==> src/hw/dsc_pkg.sv <==
/*
 package of the serial debug command link: opcodes, response words,
 decode function, host register map and link timing.
 assumes both ends run on one 10 MHz processor clock.
*/
package dsc_pkg;
    localparam int          PKT_W         = 17;
    localparam logic [4:0]  LAST_BIT      = 5'h10;
    localparam logic [11:0] OP_CPU_RD     = 12'h218;
    localparam logic [11:0] OP_CPU_WR     = 12'h208;
    localparam logic [7:0]  OP_MEM_RD     = 8'h19;
    localparam logic [7:0]  OP_MEM_WR     = 8'h18;
    localparam logic [7:0]  OP_DUMP       = 8'h1d;
    localparam logic [7:0]  OP_FILL       = 8'h1c;
    localparam logic [7:0]  OP_DBG_RD     = 8'h2d;
    localparam logic [7:0]  OP_DBG_WR     = 8'h2c;
    localparam logic [2:0]  DBG_PAT       = 3'h4;
    localparam logic [15:0] OP_GO         = 16'h0c00;
    localparam logic [15:0] OP_NOP        = 16'h0000;
    localparam logic [15:0] OP_CTL_RD     = 16'h2980;
    localparam logic [15:0] OP_CTL_WR     = 16'h2880;
    localparam logic [16:0] RSP_NOT_READY = 17'h10000;
    localparam logic [16:0] RSP_BUS_ERR   = 17'h10001;
    localparam logic [16:0] RSP_ILLEGAL   = 17'h1ffff;
    localparam logic [16:0] RSP_OK        = 17'h0ffff;
    localparam logic [1:0]  SZ_BYTE       = 2'h0;
    localparam logic [1:0]  SZ_WORD       = 2'h1;
    localparam logic [1:0]  SZ_LONG       = 2'h2;
    localparam logic [1:0]  SZ_RSVD       = 2'h3;
    // host register map, one aligned word each
    localparam logic [31:0] ADDR_TX       = 32'h0000_0000;
    localparam logic [31:0] ADDR_RX       = 32'h0000_0004;
    localparam logic [31:0] ADDR_STAT     = 32'h0000_0008;
    localparam logic [1:0]  AXI_OKAY      = 2'h0;
    localparam logic [1:0]  AXI_SLVERR    = 2'h2;
    localparam logic [31:0] RST_WORD      = 32'h0000_0000;
    // link timing
    localparam int MCLK_PERIOD_NS = 100;
    localparam int SCLK_PERIOD_NS = 800;
    localparam int SCLK_HALF      = SCLK_PERIOD_NS / (2 * MCLK_PERIOD_NS);

    typedef enum logic [3:0] {K_NOP, K_CPU_RD, K_CPU_WR, K_MEM_RD,
        K_MEM_WR, K_DUMP, K_FILL, K_GO, K_CTL_RD, K_CTL_WR, K_DBG_RD,
        K_DBG_WR, K_ILLEGAL} dsc_kind_t;
    typedef enum logic [1:0] {C_HALTED, C_STEAL, C_PARALLEL} dsc_class_t;
    typedef enum logic [1:0] {ST_OPC, ST_EXT, ST_EXEC} dsc_dev_state_t;

    typedef struct packed {
        dsc_kind_t  kind;
        dsc_class_t cls;
        logic [1:0] size;
        logic [2:0] n_ext;
        logic [1:0] n_res;
        logic       has_addr;
        logic       rd;
    } dsc_dec_t;

    // classify an opcode word
    function automatic dsc_dec_t dsc_decode(input logic [15:0] op);
        dsc_dec_t d;
        logic     lg;
        d = '{kind: K_ILLEGAL, cls: C_PARALLEL, size: SZ_LONG,
              n_ext: 3'h0, n_res: 2'h1, has_addr: 1'b0, rd: 1'b0};
        lg = (op[7:6] == SZ_LONG);
        if (op[15:4] == OP_CPU_RD)
        begin
            d.kind = K_CPU_RD; d.cls = C_HALTED; d.n_res = 2'h2;
            d.rd = 1'b1;
        end
        else if (op[15:4] == OP_CPU_WR)
        begin
            d.kind = K_CPU_WR; d.cls = C_HALTED; d.n_ext = 3'h2;
        end
        else if (op[7:6] != SZ_RSVD && op[5:0] == 6'h00 &&
                 (op[15:8] == OP_MEM_RD || op[15:8] == OP_MEM_WR ||
                  op[15:8] == OP_DUMP || op[15:8] == OP_FILL))
        begin
            d.cls  = C_STEAL;
            d.size = op[7:6];
            d.rd   = (op[15:8] == OP_MEM_RD || op[15:8] == OP_DUMP);
            d.n_res = (d.rd && lg) ? 2'h2 : 2'h1;
            case (op[15:8])
                OP_MEM_RD: begin d.kind = K_MEM_RD; d.n_ext = 3'h2;
                    d.has_addr = 1'b1; end
                OP_MEM_WR: begin d.kind = K_MEM_WR; d.has_addr = 1'b1;
                    d.n_ext = lg ? 3'h4 : 3'h3; end
                OP_DUMP:   d.kind = K_DUMP;
                default: begin d.kind = K_FILL;
                    d.n_ext = lg ? 3'h2 : 3'h1; end
            endcase
        end
        else if (op == OP_GO)
        begin
            d.kind = K_GO; d.cls = C_HALTED;
        end
        else if (op == OP_NOP)
            d.kind = K_NOP;
        else if (op == OP_CTL_RD)
        begin
            d.kind = K_CTL_RD; d.cls = C_HALTED; d.n_ext = 3'h2;
            d.has_addr = 1'b1; d.n_res = 2'h2; d.rd = 1'b1;
        end
        else if (op == OP_CTL_WR)
        begin
            d.kind = K_CTL_WR; d.cls = C_HALTED; d.n_ext = 3'h4;
            d.has_addr = 1'b1;
        end
        else if (op[15:8] == OP_DBG_RD && op[7:5] == DBG_PAT)
        begin
            d.kind = K_DBG_RD; d.n_res = 2'h2; d.rd = 1'b1;
        end
        else if (op[15:8] == OP_DBG_WR && op[7:5] == DBG_PAT)
        begin
            d.kind = K_DBG_WR; d.n_ext = 3'h2;
        end
        return d;
    endfunction

    // byte step of one operand
    function automatic logic [31:0] dsc_step(input logic [1:0] sz);
        return (sz == SZ_LONG) ? 32'h4 : (sz == SZ_WORD) ? 32'h2 : 32'h1;
    endfunction

    // forced alignment of memory addresses
    function automatic logic [31:0] dsc_align(input logic [31:0] a,
                                              input logic [1:0]  sz);
        return a & ~(dsc_step(sz) - 32'h1);
    endfunction
endpackage

==> src/hw/dsc_link_if.sv <==
/*
 three-wire serial debug link between host and device.
 assumes both ends clock their logic from the same processor clock.
*/
`timescale 1ns/1ps
interface dsc_link_if;
    logic serial_debug_clock;
    logic serial_debug_in;
    logic serial_debug_out;
    modport device (input serial_debug_clock, input serial_debug_in,
                    output serial_debug_out);
    modport host (output serial_debug_clock, output serial_debug_in,
                  input serial_debug_out);
endinterface

==> src/hw/dsc_device.sv <==
/*
 device end of the serial debug link: shifts 17-bit packets, decodes
 commands, gathers extension words, issues them to core logic and
 queues the response words.
 assumes core logic answers each issued command with one done pulse.
*/
// Implementation choices: the address map and the AXI4-Lite interface to the registers.
`timescale 1ns/1ps
module dsc_device
    import dsc_pkg::*;
(
    // clock and reset
    input  wire logic        mclk,
    input  wire logic        srst,
    // serial link
    dsc_link_if.device       link,
    // core status
    input  wire logic        halted,
    // issued command
    output logic             cmd_valid,
    output dsc_kind_t        cmd_kind,
    output dsc_class_t       cmd_class,
    output logic [1:0]       cmd_size,
    output logic [4:0]       cmd_reg,
    output logic [31:0]      cmd_addr,
    output logic [31:0]      cmd_data,
    // completion from core
    input  wire logic        done,
    input  wire logic        done_err,
    input  wire logic [31:0] done_rdata
);
    typedef struct packed {
        dsc_dev_state_t st;
        logic           sclk_s1;
        logic           sclk_s2;
        logic           sclk_d;
        logic           sdi_s1;
        logic           sdi_s2;
        logic           sdo;
        logic [4:0]     bitcnt;
        logic [15:0]    rx;
        logic [15:0]    tx;
        logic [16:0]    resp0;
        logic [16:0]    resp1;
        logic [1:0]     resp_n;
        dsc_dec_t       dec;
        logic [2:0]     ext_idx;
        dsc_kind_t      prev_kind;
        logic           cmd_valid;
        logic [4:0]     cmd_reg;
        logic [31:0]    cmd_addr;
        logic [31:0]    cmd_data;
    } dsc_dev_t;

    dsc_dev_t    q;
    dsc_dev_t    next_q;
    logic        rise;
    logic [16:0] word;
    logic [15:0] w;
    dsc_dec_t    dw;
    logic        bad;

    // outputs straight from state
    assign link.serial_debug_out = q.sdo;
    assign cmd_valid = q.cmd_valid;
    assign cmd_kind  = q.dec.kind;
    assign cmd_class = q.dec.cls;
    assign cmd_size  = q.dec.size;
    assign cmd_reg   = q.cmd_reg;
    assign cmd_addr  = q.cmd_addr;
    assign cmd_data  = q.cmd_data;

    // next-state logic
    always_comb
    begin
        next_q = q;
        // pins pass two flops; edge is taken from the second and third
        next_q.sclk_s1 = link.serial_debug_clock;
        next_q.sclk_s2 = q.sclk_s1;
        next_q.sclk_d  = q.sclk_s2;
        next_q.sdi_s1  = link.serial_debug_in;
        next_q.sdi_s2  = q.sdi_s1;
        next_q.cmd_valid = 1'b0;
        rise = q.sclk_s2 & ~q.sclk_d;
        w    = {q.rx[14:0], q.sdi_s2};
        dw   = dsc_decode(w);
        word = RSP_OK;
        bad  = (dw.kind == K_ILLEGAL) ||
               (dw.cls == C_HALTED && !halted) ||
               (dw.kind == K_DUMP && q.prev_kind != K_MEM_RD &&
                q.prev_kind != K_DUMP) ||
               (dw.kind == K_FILL && q.prev_kind != K_MEM_WR &&
                q.prev_kind != K_FILL);
        if (rise)
        begin
            if (q.bitcnt == 5'h00)
            begin
                // response picked as the packet starts
                if (q.resp_n != 2'h0)
                begin
                    word = q.resp0;
                    next_q.resp0  = q.resp1;
                    next_q.resp_n = q.resp_n - 2'h1;
                end
                else if (q.st != ST_OPC)
                    word = RSP_NOT_READY;
                else
                    word = RSP_OK;
                next_q.sdo = word[16];
                next_q.tx  = word[15:0];
            end
            else
            begin
                next_q.sdo = q.tx[15];
                next_q.tx  = {q.tx[14:0], 1'b0};
            end
            next_q.rx = w;
            if (q.bitcnt == LAST_BIT)
            begin
                next_q.bitcnt = 5'h00;
                case (q.st)
                    ST_OPC:
                    begin
                        if (bad)
                        begin
                            next_q.resp0     = RSP_ILLEGAL;
                            next_q.resp_n    = 2'h1;
                            next_q.prev_kind = K_ILLEGAL;
                        end
                        else
                        begin
                            next_q.dec       = dw;
                            next_q.prev_kind = dw.kind;
                            next_q.ext_idx   = 3'h0;
                            next_q.cmd_data  = RST_WORD;
                            next_q.cmd_reg   = (dw.kind == K_CPU_RD ||
                                dw.kind == K_CPU_WR) ?
                                {1'b0, w[3:0]} : w[4:0];
                            // block ops walk on from the last address
                            if (dw.kind == K_DUMP || dw.kind == K_FILL)
                                next_q.cmd_addr = dsc_align(q.cmd_addr +
                                    dsc_step(dw.size), dw.size);
                            // null command keeps queued results and the
                            // block chain; idle answer is ok anyway
                            if (dw.kind == K_NOP)
                                next_q.prev_kind = q.prev_kind;
                            else if (dw.n_ext == 3'h0)
                            begin
                                next_q.st        = ST_EXEC;
                                next_q.cmd_valid = 1'b1;
                            end
                            else
                                next_q.st = ST_EXT;
                        end
                    end
                    ST_EXT:
                    begin
                        // address words first, then operand words
                        if (q.dec.has_addr && q.ext_idx < 3'h2)
                            next_q.cmd_addr = {q.cmd_addr[15:0], w};
                        else
                            next_q.cmd_data = {q.cmd_data[15:0], w};
                        next_q.ext_idx = q.ext_idx + 3'h1;
                        if (q.ext_idx + 3'h1 == q.dec.n_ext)
                        begin
                            next_q.st        = ST_EXEC;
                            next_q.cmd_valid = 1'b1;
                            if (q.dec.kind == K_MEM_RD ||
                                q.dec.kind == K_MEM_WR)
                                next_q.cmd_addr = dsc_align(
                                    next_q.cmd_addr, q.dec.size);
                        end
                    end
                    ST_EXEC:
                        // words during an access are dropped
                        next_q.st = ST_EXEC;
                    default:
                        next_q.st = ST_OPC;
                endcase
            end
            else
                next_q.bitcnt = q.bitcnt + 5'h01;
        end
        // completion from core fills the response queue
        if (q.st == ST_EXEC && done)
        begin
            next_q.st     = ST_OPC;
            next_q.resp_n = 2'h1;
            if (done_err)
                next_q.resp0 = RSP_BUS_ERR;
            else if (q.dec.n_res == 2'h2)
            begin
                next_q.resp0  = {1'b0, done_rdata[31:16]};
                next_q.resp1  = {1'b0, done_rdata[15:0]};
                next_q.resp_n = 2'h2;
            end
            else if (q.dec.rd)
                next_q.resp0 = {1'b0, done_rdata[15:0]};
            else
                next_q.resp0 = RSP_OK;
        end
    end

    // state register
    always_ff @(posedge mclk)
    begin
        if (srst)
        begin
            q           <= '0;
            q.st        <= ST_OPC;
            q.prev_kind <= K_ILLEGAL;
            q.dec.kind  <= K_NOP;
        end
        else
            q <= next_q;
    end
endmodule // dsc_device

==> src/flat_wrapper.sv <==
// flat-port wrapper written by rule: the top's interface ports become plain ports
module dsc_device_flat import dsc_pkg::*;
  (mclk, srst, halted, cmd_valid, cmd_kind, cmd_class, cmd_size, cmd_reg, cmd_addr, cmd_data, done, done_err, done_rdata, link_serial_debug_clock, link_serial_debug_in, link_serial_debug_out);
  dsc_link_if link_i ();
  input  wire logic mclk;
  input  wire logic srst;
  input  wire logic halted;
  output logic cmd_valid;
  output dsc_kind_t cmd_kind;
  output dsc_class_t cmd_class;
  output logic [1:0] cmd_size;
  output logic [4:0] cmd_reg;
  output logic [31:0] cmd_addr;
  output logic [31:0] cmd_data;
  input  wire logic done;
  input  wire logic done_err;
  input  wire logic [31:0] done_rdata;
  input wire logic [$bits(link_i.serial_debug_clock)-1:0] link_serial_debug_clock;
  input wire logic [$bits(link_i.serial_debug_in)-1:0] link_serial_debug_in;
  output wire logic [$bits(link_i.serial_debug_out)-1:0] link_serial_debug_out;
  assign link_i.serial_debug_clock = link_serial_debug_clock;
  assign link_i.serial_debug_in = link_serial_debug_in;
  assign link_serial_debug_out = link_i.serial_debug_out;
  dsc_device u_core (.mclk(mclk), .srst(srst), .link(link_i), .halted(halted), .cmd_valid(cmd_valid), .cmd_kind(cmd_kind), .cmd_class(cmd_class), .cmd_size(cmd_size), .cmd_reg(cmd_reg), .cmd_addr(cmd_addr), .cmd_data(cmd_data), .done(done), .done_err(done_err), .done_rdata(done_rdata));
endmodule
==> config.mk <==
export PLATFORM = sky130hd
export DESIGN_NAME = dsc_device_flat
export DESIGN_NICKNAME = d
export VERILOG_FILES = /design/src/hw/dsc_pkg.sv /design/src/hw/dsc_link_if.sv /design/src/hw/dsc_device.sv /design/src/flat_wrapper.sv
export SDC_FILE = /design/constraint.sdc
export NUM_CORES = 1
export LEC_CHECK = 0
export ABC_AREA = 1
export BUFFER_PORTS_ARGS = -buffer_cell sky130_fd_sc_hd__buf_2
export CAP_MARGIN = 5
export CORE_MARGIN = 2
export CORE_UTILIZATION = 50
export DETAILED_ROUTE_END_ITERATION = 8
export PLACE_DENSITY = 0.7
export SYNTH_ARGS = -nofsm -noshare
export SYNTH_HDL_FRONTEND = slang
export SYNTH_SLANG_ARGS = --single-unit
==> constraint.sdc <==
create_clock -name mclk -period 4.3 [get_ports mclk]
set_input_delay 0.43 -clock mclk [delete_from_list [all_inputs] [get_ports mclk]]
set_output_delay 0.43 -clock mclk [all_outputs]
set_load 0.005 [all_outputs]
-- Word-level counts from Yosys, hierarchy flattened
Index checks and enable logic that the tools add are counted.
- bits in registers: 171
- output and inout bits: 79
- bits of input ports: 39
- word-level logic and storage cells: 217
- order comparisons: 1
- reductions and logical operators: 44
- multiplexer cells: 90
- $add $sub $neg: 6
- equal/unequal tests: 40
- bitwise gates (word level): 10
- operators by type and width (operator ; count):
    2-to-1 mux 32 bit ; 10
    2-to-1 mux 94 bit ; 2
    2-to-1 mux 17 bit ; 10
    case mux 64 bit (2 select lines) ; 1
    2-to-1 mux 70 bit ; 1
    bitwise AND 32 bit ; 2
    NOT 32 bit ; 2
    subtractor 32 x 1 -> 32 bit, second input constant ; 2
    2-to-1 mux 16 bit ; 3
    2-to-1 mux 2 bit ; 19
    2-to-1 mux 18 bit ; 2
    2-to-1 mux 36 bit ; 1
    adder 32 bit ; 1
    equality test 16 x 14 -> 1 bit, second input constant ; 2
    equality test 8 x 5 -> 1 bit, second input constant ; 4
    2-to-1 mux 6 bit ; 5
    2-to-1 mux 7 bit ; 4
    equality test 12 x 10 -> 1 bit, second input constant ; 2
    2-to-1 mux 4 bit ; 6
    2-to-1 mux 5 bit ; 4
    2-to-1 mux 19 bit ; 1
    2-to-1 mux 3 bit ; 6
    case mux 3 bit (3 select lines) ; 2
    equality test 16 x 12 -> 1 bit, second input constant ; 1
    other kinds (39) ; 98

-- Logic depth before layout (Yosys ltp)
Gate-level depths: netlist (run 1).
- word-level depth: 23
- gate-level depth with buffers: 27
- gate-level depth less buffers: 26

-- Least setup slack after synthesis (run 1)
OpenSTA, ideal clock, no wires.
- path type: register to register
- from: register u_core.q[154] (netlist bit)
- to: register with a tool-made name
- setup time: 0.064 ns
- stages on the path, launching flop included: 26
- arrival time: 3.444 ns
- period minus slack after synthesis: 3.508 ns
- required time: 4.236 ns
- slack: 0.792 ns
- buffers on the path: 1
- cells stage by stage: dfxtp_1 > inv_1 > nor2_1 > nand2_1 > inv_2 > nand2_1 > nand4_2 > nand2_2 > buf_6 > nor2_1 > inv_1 > ha_1 > nand2_1 > fa_1 > o22ai_1 > nand2_1 > inv_1 > nand2_1 > nor4_1 > nand3_1 > xor2_1 > nor2_1 > nand2_1 > nand2_1 > nor2_1 > nor2_1
- RTL lines (element ; RTL line ; text):
    from (decl) ; dsc_device.sv:55 ; dsc_dev_t q;
    from (signal assigned) ; dsc_device.sv:215 ; q <= next_q;

==> run_results.csv, run 1 <==
group,metric,value,unit
synth,netlist_top_cells_count,"nand2_1 (340), nor2_1 (217), dfxtp_1 (171)",
synth,syn-num-nets,1580,
layout,layout-drive-gt1-share,14.11,%
synth,synth_mux_area_share,0,%
timing,rsz0062_at_grt,"no",
worst_setup_path,critical-path-top-delay-family,"simple AND/OR/NAND/NOR gates",
layout,area_growth_syn_to_layout,7.955,%
drt,vias,9597,
synth,synth_xor_area_share,2.740,%
global_routing,grt_pass1_wl,43110,um
timing,fmax,0.2580,GHz
global_routing,grt-ovfl-total,0,
clock_network,cts_buffer_depth,2,
synth,synth.area.top_cells,"dfxtp_1 (35%), nand2_1 (13%), nor2_1 (8.2%)",
place,hpwl,18600,um
clock_network,ctsHoldBuffers,0,
worst_setup_path,cpPeakStageDelay,0.45,ns
timing,tightest_slew,0.9499,ns
global_routing,antenna_found_initial,0,
synth,synth_top_family_by_area,"simple AND/OR/NAND/NOR gates",
timing,skew,0.01211,ns
synth,synth_area_leader_cell,"dfxtp_1",
worst_setup_path,worst-path-buf-inv,4,
synth,syn_area,9908,um2
timing,setup_viol,0,
drt,drtPass1Iterations,5,
clock_network,cts_buffers,17,
timing,slew_headroom,36.60,%
timing,fin_tns_setup,0,ns
pwr,p_leak,5.193,nW
worst_setup_path,setup.worst_path.start_class,"flip-flop",
worst_setup_path,cp_common_cell,"nand2_1",
clock_network,clkTransAtPathRegs,0.07,ns
worst_setup_path,path_class,"reg2reg",
timing,post-route-period-util,90.15,%
synth,yosysWarnings,0,
synth,synth-simple-area-share,29.02,%
global_routing,grt_use_total,25.92,%
synth,synthCells,1528,
layout,nFillCells,2011,
synth,synth_compound_area_share,16.25,%
clock_network,cts_tree,"built",
worst_setup_path,slowest_stage,"fa_1",
worst_setup_path,crit_arrival,4.25,ns
clock_network,ctsResizeCount,0,
layout,multiInputGateArea,4986,um2
drt,vias_per_cell,5.302,
status,status,"complete, no violations",
pwr,peakVddDrop,274.4,uV
floorplan,boundaryPins,118,
place,gp_congestion,0.9380,
clock_network,post-cts-setup-buffers,0,
layout,insertedDiodeCount,0,
synth,async_flop_share,0,%
synth,synth-main-ff-cell,"dfxtp_1",
floorplan,start_util,50.91,%
drt,wire_per_inst,14.76,um
floorplan,dieArea,20960,um2
drt,drc,0,
synth,yosys.cell_types.count,44,
min_path,hp-class,"in2reg",
global_routing,grt_max_degree,65,
synth,synth_edf_count,0,
drt,wl,26720,um
drt,drtIter0Drc,739,
synth,synth-seq-cells,171,
pwr,p_total,3.454,mW
floorplan,die-width,144.8,um
worst_setup_path,worstSetupEndpointType,"flip-flop",
clock_network,cts-root-buf,"clkbuf_16",
synth,synthAdderAreaFrac,1.717,%
drt,antenna_left,0,
clock_network,clock_sinks,171,
floorplan,rows,51,
synth,seq_area_frac_synth,34.55,%
worst_setup_path,crit_path_max_fanout,6,
layout,seq_area,3423,um2
synth,synth_area_per_cell,6.484,um2
timing,period_minus_slack,3.877,ns
clock_network,htree_levels,4,
pwr,p_per_area,322.9,nW/um2
synth,synth_most_common_cell,"nand2_1",
layout,fin_nets,1584,
synth,yosysTopAreaCellShare,34.55,%
flow_run,drv_cap,0,
global_routing,grt_pass1_vias,8473,
worst_setup_path,crit_required,4.68,ns
clock_network,insertion_delay,0.44,ns
timing,maxSlewViolCount,0,
floorplan,die_h,144.8,um
floorplan,core_region_area,19460,um2
place,io_buffers,117,
timing,hold_viol,0,
[area by class of cell]
cell class | count | share of cell area (%)
repair buffers | 135 | 6.855
well taps | 265 | 3.100
clock buffers | 17 | 3.977
multi-input cells | 1034 | 46.61
clock inverters | 15 | 1.380
flip-flops and latches | 171 | 32.00
inverters | 173 | 6.071
[through the flow]
step | hold WS [ns] | setup slack (ns) | cells | util, % | area (um2)
floorplan | 0.3883 | 0.7922 | 1528 | - | 9908
global placement | 0.3948 | 0.4583 | 1778 | 51.79 | 10080
detailed placement | 0.3947 | 0.2712 | 1778 | 51.79 | 10080
CTS | 0.1793 | 0.2315 | 1810 | 54.73 | 10650
global route | 0.1822 | 0.04065 | 1810 | 54.96 | 10700
finish | 0.1883 | 0.4235 | 1810 | 54.96 | 10700
[kinds of logic (layout without fill, tap and decap cells)]
logic type / Yosys count / in the layout
buffers and inverters: 323 / 340
AOI/OAI and AO/OA: 303 / 303
and+or+nand+nor: 687 / 687
adders and majority gates: 13 / 13
xor gates and xnor gates: 31 / 31
DFF: 171 / 171
[layout by cell type, fill, tap and decap left out, drive strengths merged]
cell type	instances
a211oi	2
a21oi	135
a221oi	1
a31oi	3
and3	1
buf	135
clkbuf	17
clkinv	5
clkinvlp	3
dfxtp	171
fa	1
ha	12
inv	180
nand2	346
nand3	40
nand3b	4
nand4	33
nor2	222
nor3	31
nor3b	1
nor4	8
o211ai	17
o21ai	133
o221ai	1
o22ai	1
o311ai	1
o31ai	9
or2	1
xnor2	3
xor2	28
[worst paths after layout]
check / end / slack, ns / cells past startpoint / startpoint
min reg2reg: u_core.next_q[168] / 0.40 / 2 / u_core.next_q[169]
max reg2reg: flip-flop / 0.42 / 25 / u_core.q[154]
min: u_core.next_q[166] / 0.19 / 3 / link_serial_debug_in
max: flip-flop / 0.42 / 25 / u_core.q[154]
[power by group]
group,leakage [nW],total (mW),internal (mW),switching (mW)
Sequential,1.38,1.63,1.61,0.0214
Combinational,3.54,0.307,0.0848,0.222
Clock,0.272,1.52,0.770,0.746
[worst register-to-register path: stages, from the launching register on]
cell and delay (ns):
dfxtp_1 0.41, inv_1 0.10, nor2_1 0.12, nand2_1 0.12, inv_2 0.07, nand2_1 0.10, nand4_2 0.11, nand2_2 0.09
nor2_2 0.16, inv_1 0.10, ha_1 0.30, nand2_1 0.14, fa_1 0.45, o22ai_2 0.17, nand2_1 0.07, inv_1 0.07
nand2_1 0.16, nor2_2 0.17, nand3_1 0.13, nand3b_1 0.20, xor2_1 0.16, nor2_1 0.10, nand2_1 0.06, nand2_1 0.08
nor2_1 0.04, nor2_1 0.12
[metal layers]
| layer | track usage [%] | routed length [um] | vias to the layer above |
|---|---|---|---|
| li1 | - | - | 4837 |
| met1 | 35.15 | 12270 | 4372 |
| met2 | 40.52 | 12000 | 336 |
| met3 | 4.870 | 1527 | 52 |
| met4 | 10.73 | 924 | 0 |
| met5 | 0 | 0 | - |
(Power assumes the default switching activity.)
==> inputs of run 2 (changes only) <==
--- a/config.mk
+++ b/config.mk
@@ -6,12 +6,12 @@
 export NUM_CORES = 1
 export LEC_CHECK = 0
 export ABC_AREA = 1
-export BUFFER_PORTS_ARGS = -buffer_cell sky130_fd_sc_hd__buf_2
 export CAP_MARGIN = 5
 export CORE_MARGIN = 2
 export CORE_UTILIZATION = 50
+export CTS_CLUSTER_DIAMETER = 120
 export DETAILED_ROUTE_END_ITERATION = 8
-export PLACE_DENSITY = 0.7
+export DONT_BUFFER_PORTS = 1
 export SYNTH_ARGS = -nofsm -noshare
 export SYNTH_HDL_FRONTEND = slang
 export SYNTH_SLANG_ARGS = --single-unit
==> run 2 against run 1 <==
Sequential share of layout area up 2.0 points. Cell area down 5.7%. Sequential power about the same. Register-to-register slack better by 0.04 ns. Critical path depth down 1. Global-route usage about the same. First-iteration DRC count down 2.7%. Final cell count down 6.6%. Total power up 0.44%. Setup slack better by 0.035 ns. Critical path type unchanged. Largest power group unchanged.
==> run_results.csv, run 2 (synthesized netlist as in run 1, its figures left out) <==
group,metric,value,unit
layout,fin_cells,1691,
status,status,"complete, no violations",
pwr,p_seq_share,47.0,%
drt,wire_per_inst,15.90,um
place,gp_congestion,1.001,
pwr,p_sw_share,28.90,%
clock_network,post-cts-setup-buffers,0,
floorplan,rows,51,
pwr,comb_power_share,8.1,%
worst_setup_path,crit_required,4.66,ns
timing,slew_headroom,45.62,%
pwr,p_leak,4.585,nW
worst_setup_path,worstSetupEndpointType,"flip-flop",
timing,fin_tns_setup,0,ns
drt,dr_wl_met2,12630,um
clock_network,cts_tree,"built",
worst_setup_path,r2r_cells,24,
timing,hold_viol,0,
pwr,p_per_area,344.0,nW/um2
floorplan,start_util,50.91,%
drt,vias_per_cell,5.285,
floorplan,dieArea,20960,um2
min_path,hp-class,"in2reg",
layout,layout_common_cells,"nand2_1 (340), nor2_1 (210), dfxtp_1 (170)",
timing,period_minus_slack,3.841,ns
timing,skew,0.01284,ns
pwr,p_int,2.466,mW
floorplan,die_h,144.8,um
timing,worst_hold_slack,0.07075,ns
timing,fmax,0.2603,GHz
place,dp.cells,1659,
floorplan,boundaryPins,118,
place,place_area,9467,um2
timing,tightest_slew,0.8148,ns
layout,final_util,51.80,%
drt,antenna_left,0,
drt,drc,0,
timing,maxSlewViolCount,0,
layout,layout_commonest_cell,"nand2_1",
drt,top_layer,"met4",
clock_network,insertion_delay,0.44,ns
clock_network,clkTransAtPathRegs,0.08,ns
place,io_buffers,0,
clock_network,htree_levels,4,
worst_setup_path,crit_path_max_fanout,6,
timing,rsz0062_at_grt,"no",
pwr,peakVddDrop,282.6,uV
global_routing,grt_use_total,25.92,%
layout,fin_nets,1465,
floorplan,die-width,144.8,um
clock_network,cts_buffers,17,
drt,drtIter0Drc,719,
timing,setup_viol,0,
timing,post-route-period-util,89.33,%
global_routing,antenna_found_initial,0,
global_routing,grt_pass1_wl,42860,um
worst_setup_path,crit_arrival,4.20,ns
min_path,min_path_cells,1,
drt,drtPass1Iterations,7,
global_routing,grt_pass1_vias,8183,
clock_network,clock_sinks,171,
drt,wl_met3,1450,um
pwr,p_clk_share,44.9,%
layout,area_growth_syn_to_layout,1.756,%
worst_setup_path,setup.worst_path.start_class,"flip-flop",
layout,layout-drive-gt1-share,7.013,%
global_routing,grt-ovfl-total,0,
pwr,p_sw,1.002,mW
global_routing,grt_max_degree,66,
place,hpwl,18780,um
worst_setup_path,r2r_slack,0.46,ns
layout,insertedDiodeCount,0,
drt,m1WireLength,12540,um
floorplan,core_region_area,19460,um2
layout,fin_area,10080,um2
clock_network,cts_buffer_depth,2,
worst_setup_path,path_class,"reg2reg",
drt,wl,26880,um
clock_network,cts-root-buf,"clkbuf_16",
drt,vias,8937,
flow_run,drv_cap,0,
[run 2: cell types whose count changed in the layout (fill, tap and decap cells not counted), sizes merged]
cell,delta
clkinvlp,-2
inv,-1
clkinv,+3
buf,-119
[run 2: power groups by stage]
stage	Combinational, mW	Clock, mW	Sequential [mW]
after floorplan	0.226	0	1.66
after global placement	0.276	0	1.66
after detailed placement	0.276	0	1.67
after CTS	0.277	1.59	1.63
after global routing	0.312	1.65	1.63
final	0.280	1.56	1.63
[run 2: per-layer routing]
layer	vias to the layer above	GRT usage, %
met3	25	5.035
met5	-	0
li1	4604	-
met2	229	42.50
met1	4079	35.37
met4	0	5.825
[run 2: worst paths after layout]
| kind | startpoint | endpoint |
|---|---|---|
| min reg2reg | u_core.next_q[169] | u_core.next_q[168] |
| max reg2reg | u_core.q[157] | flip-flop |
| max | u_core.q[157] | flip-flop |
| min | srst | u_core.q[71] |
[run 2: layout make-up]
class                           instances  area [um2]
Fill cell                            2015        9380
Multi-Input combinational cell       1034        4961
Sequential cell                       171        3425
Inverter                              173       649.4
Clock buffer                           17       425.4
Tap cell                              265       331.6
Clock inverter                         15       170.2
Timing Repair Buffer                   16       120.1
[run 2: stage by stage]
stage | worst slack (ns) | total power, mW
4_1_cts | 0.2798 | 3.496
2_1_floorplan | 0.7922 | 1.886
3_5_place_dp | 0.2970 | 1.943
3_3_place_gp | 0.4254 | 1.941
6_report | 0.4586 | 3.469
5_1_grt | 0.02800 | 3.592
[run 2: repair_timing]
item	in CTS	in global routing
gates resized for setup	0	7
hold buffers	0	0
setup endpoints to repair	0	4
[run 2: critical path: stages, from the launching register on]
cell and delay (ns):
dfxtp_1 0.36, inv_2 0.07, nand2_1 0.12, nor2_2 0.20
nand2_1 0.15, nand4_2 0.13, nand2_2 0.10, nor2_2 0.14
inv_1 0.08, ha_1 0.30, nand2_1 0.11, fa_1 0.44
o22ai_1 0.21, nand2_1 0.07, inv_1 0.07, nand2_1 0.13
nor2_2 0.19, nand3_1 0.13, nand3b_1 0.19, xor2_1 0.16
nor2_1 0.10, nand2_1 0.06, nand2_1 0.06, nor2_1 0.04
nor2_1 0.15
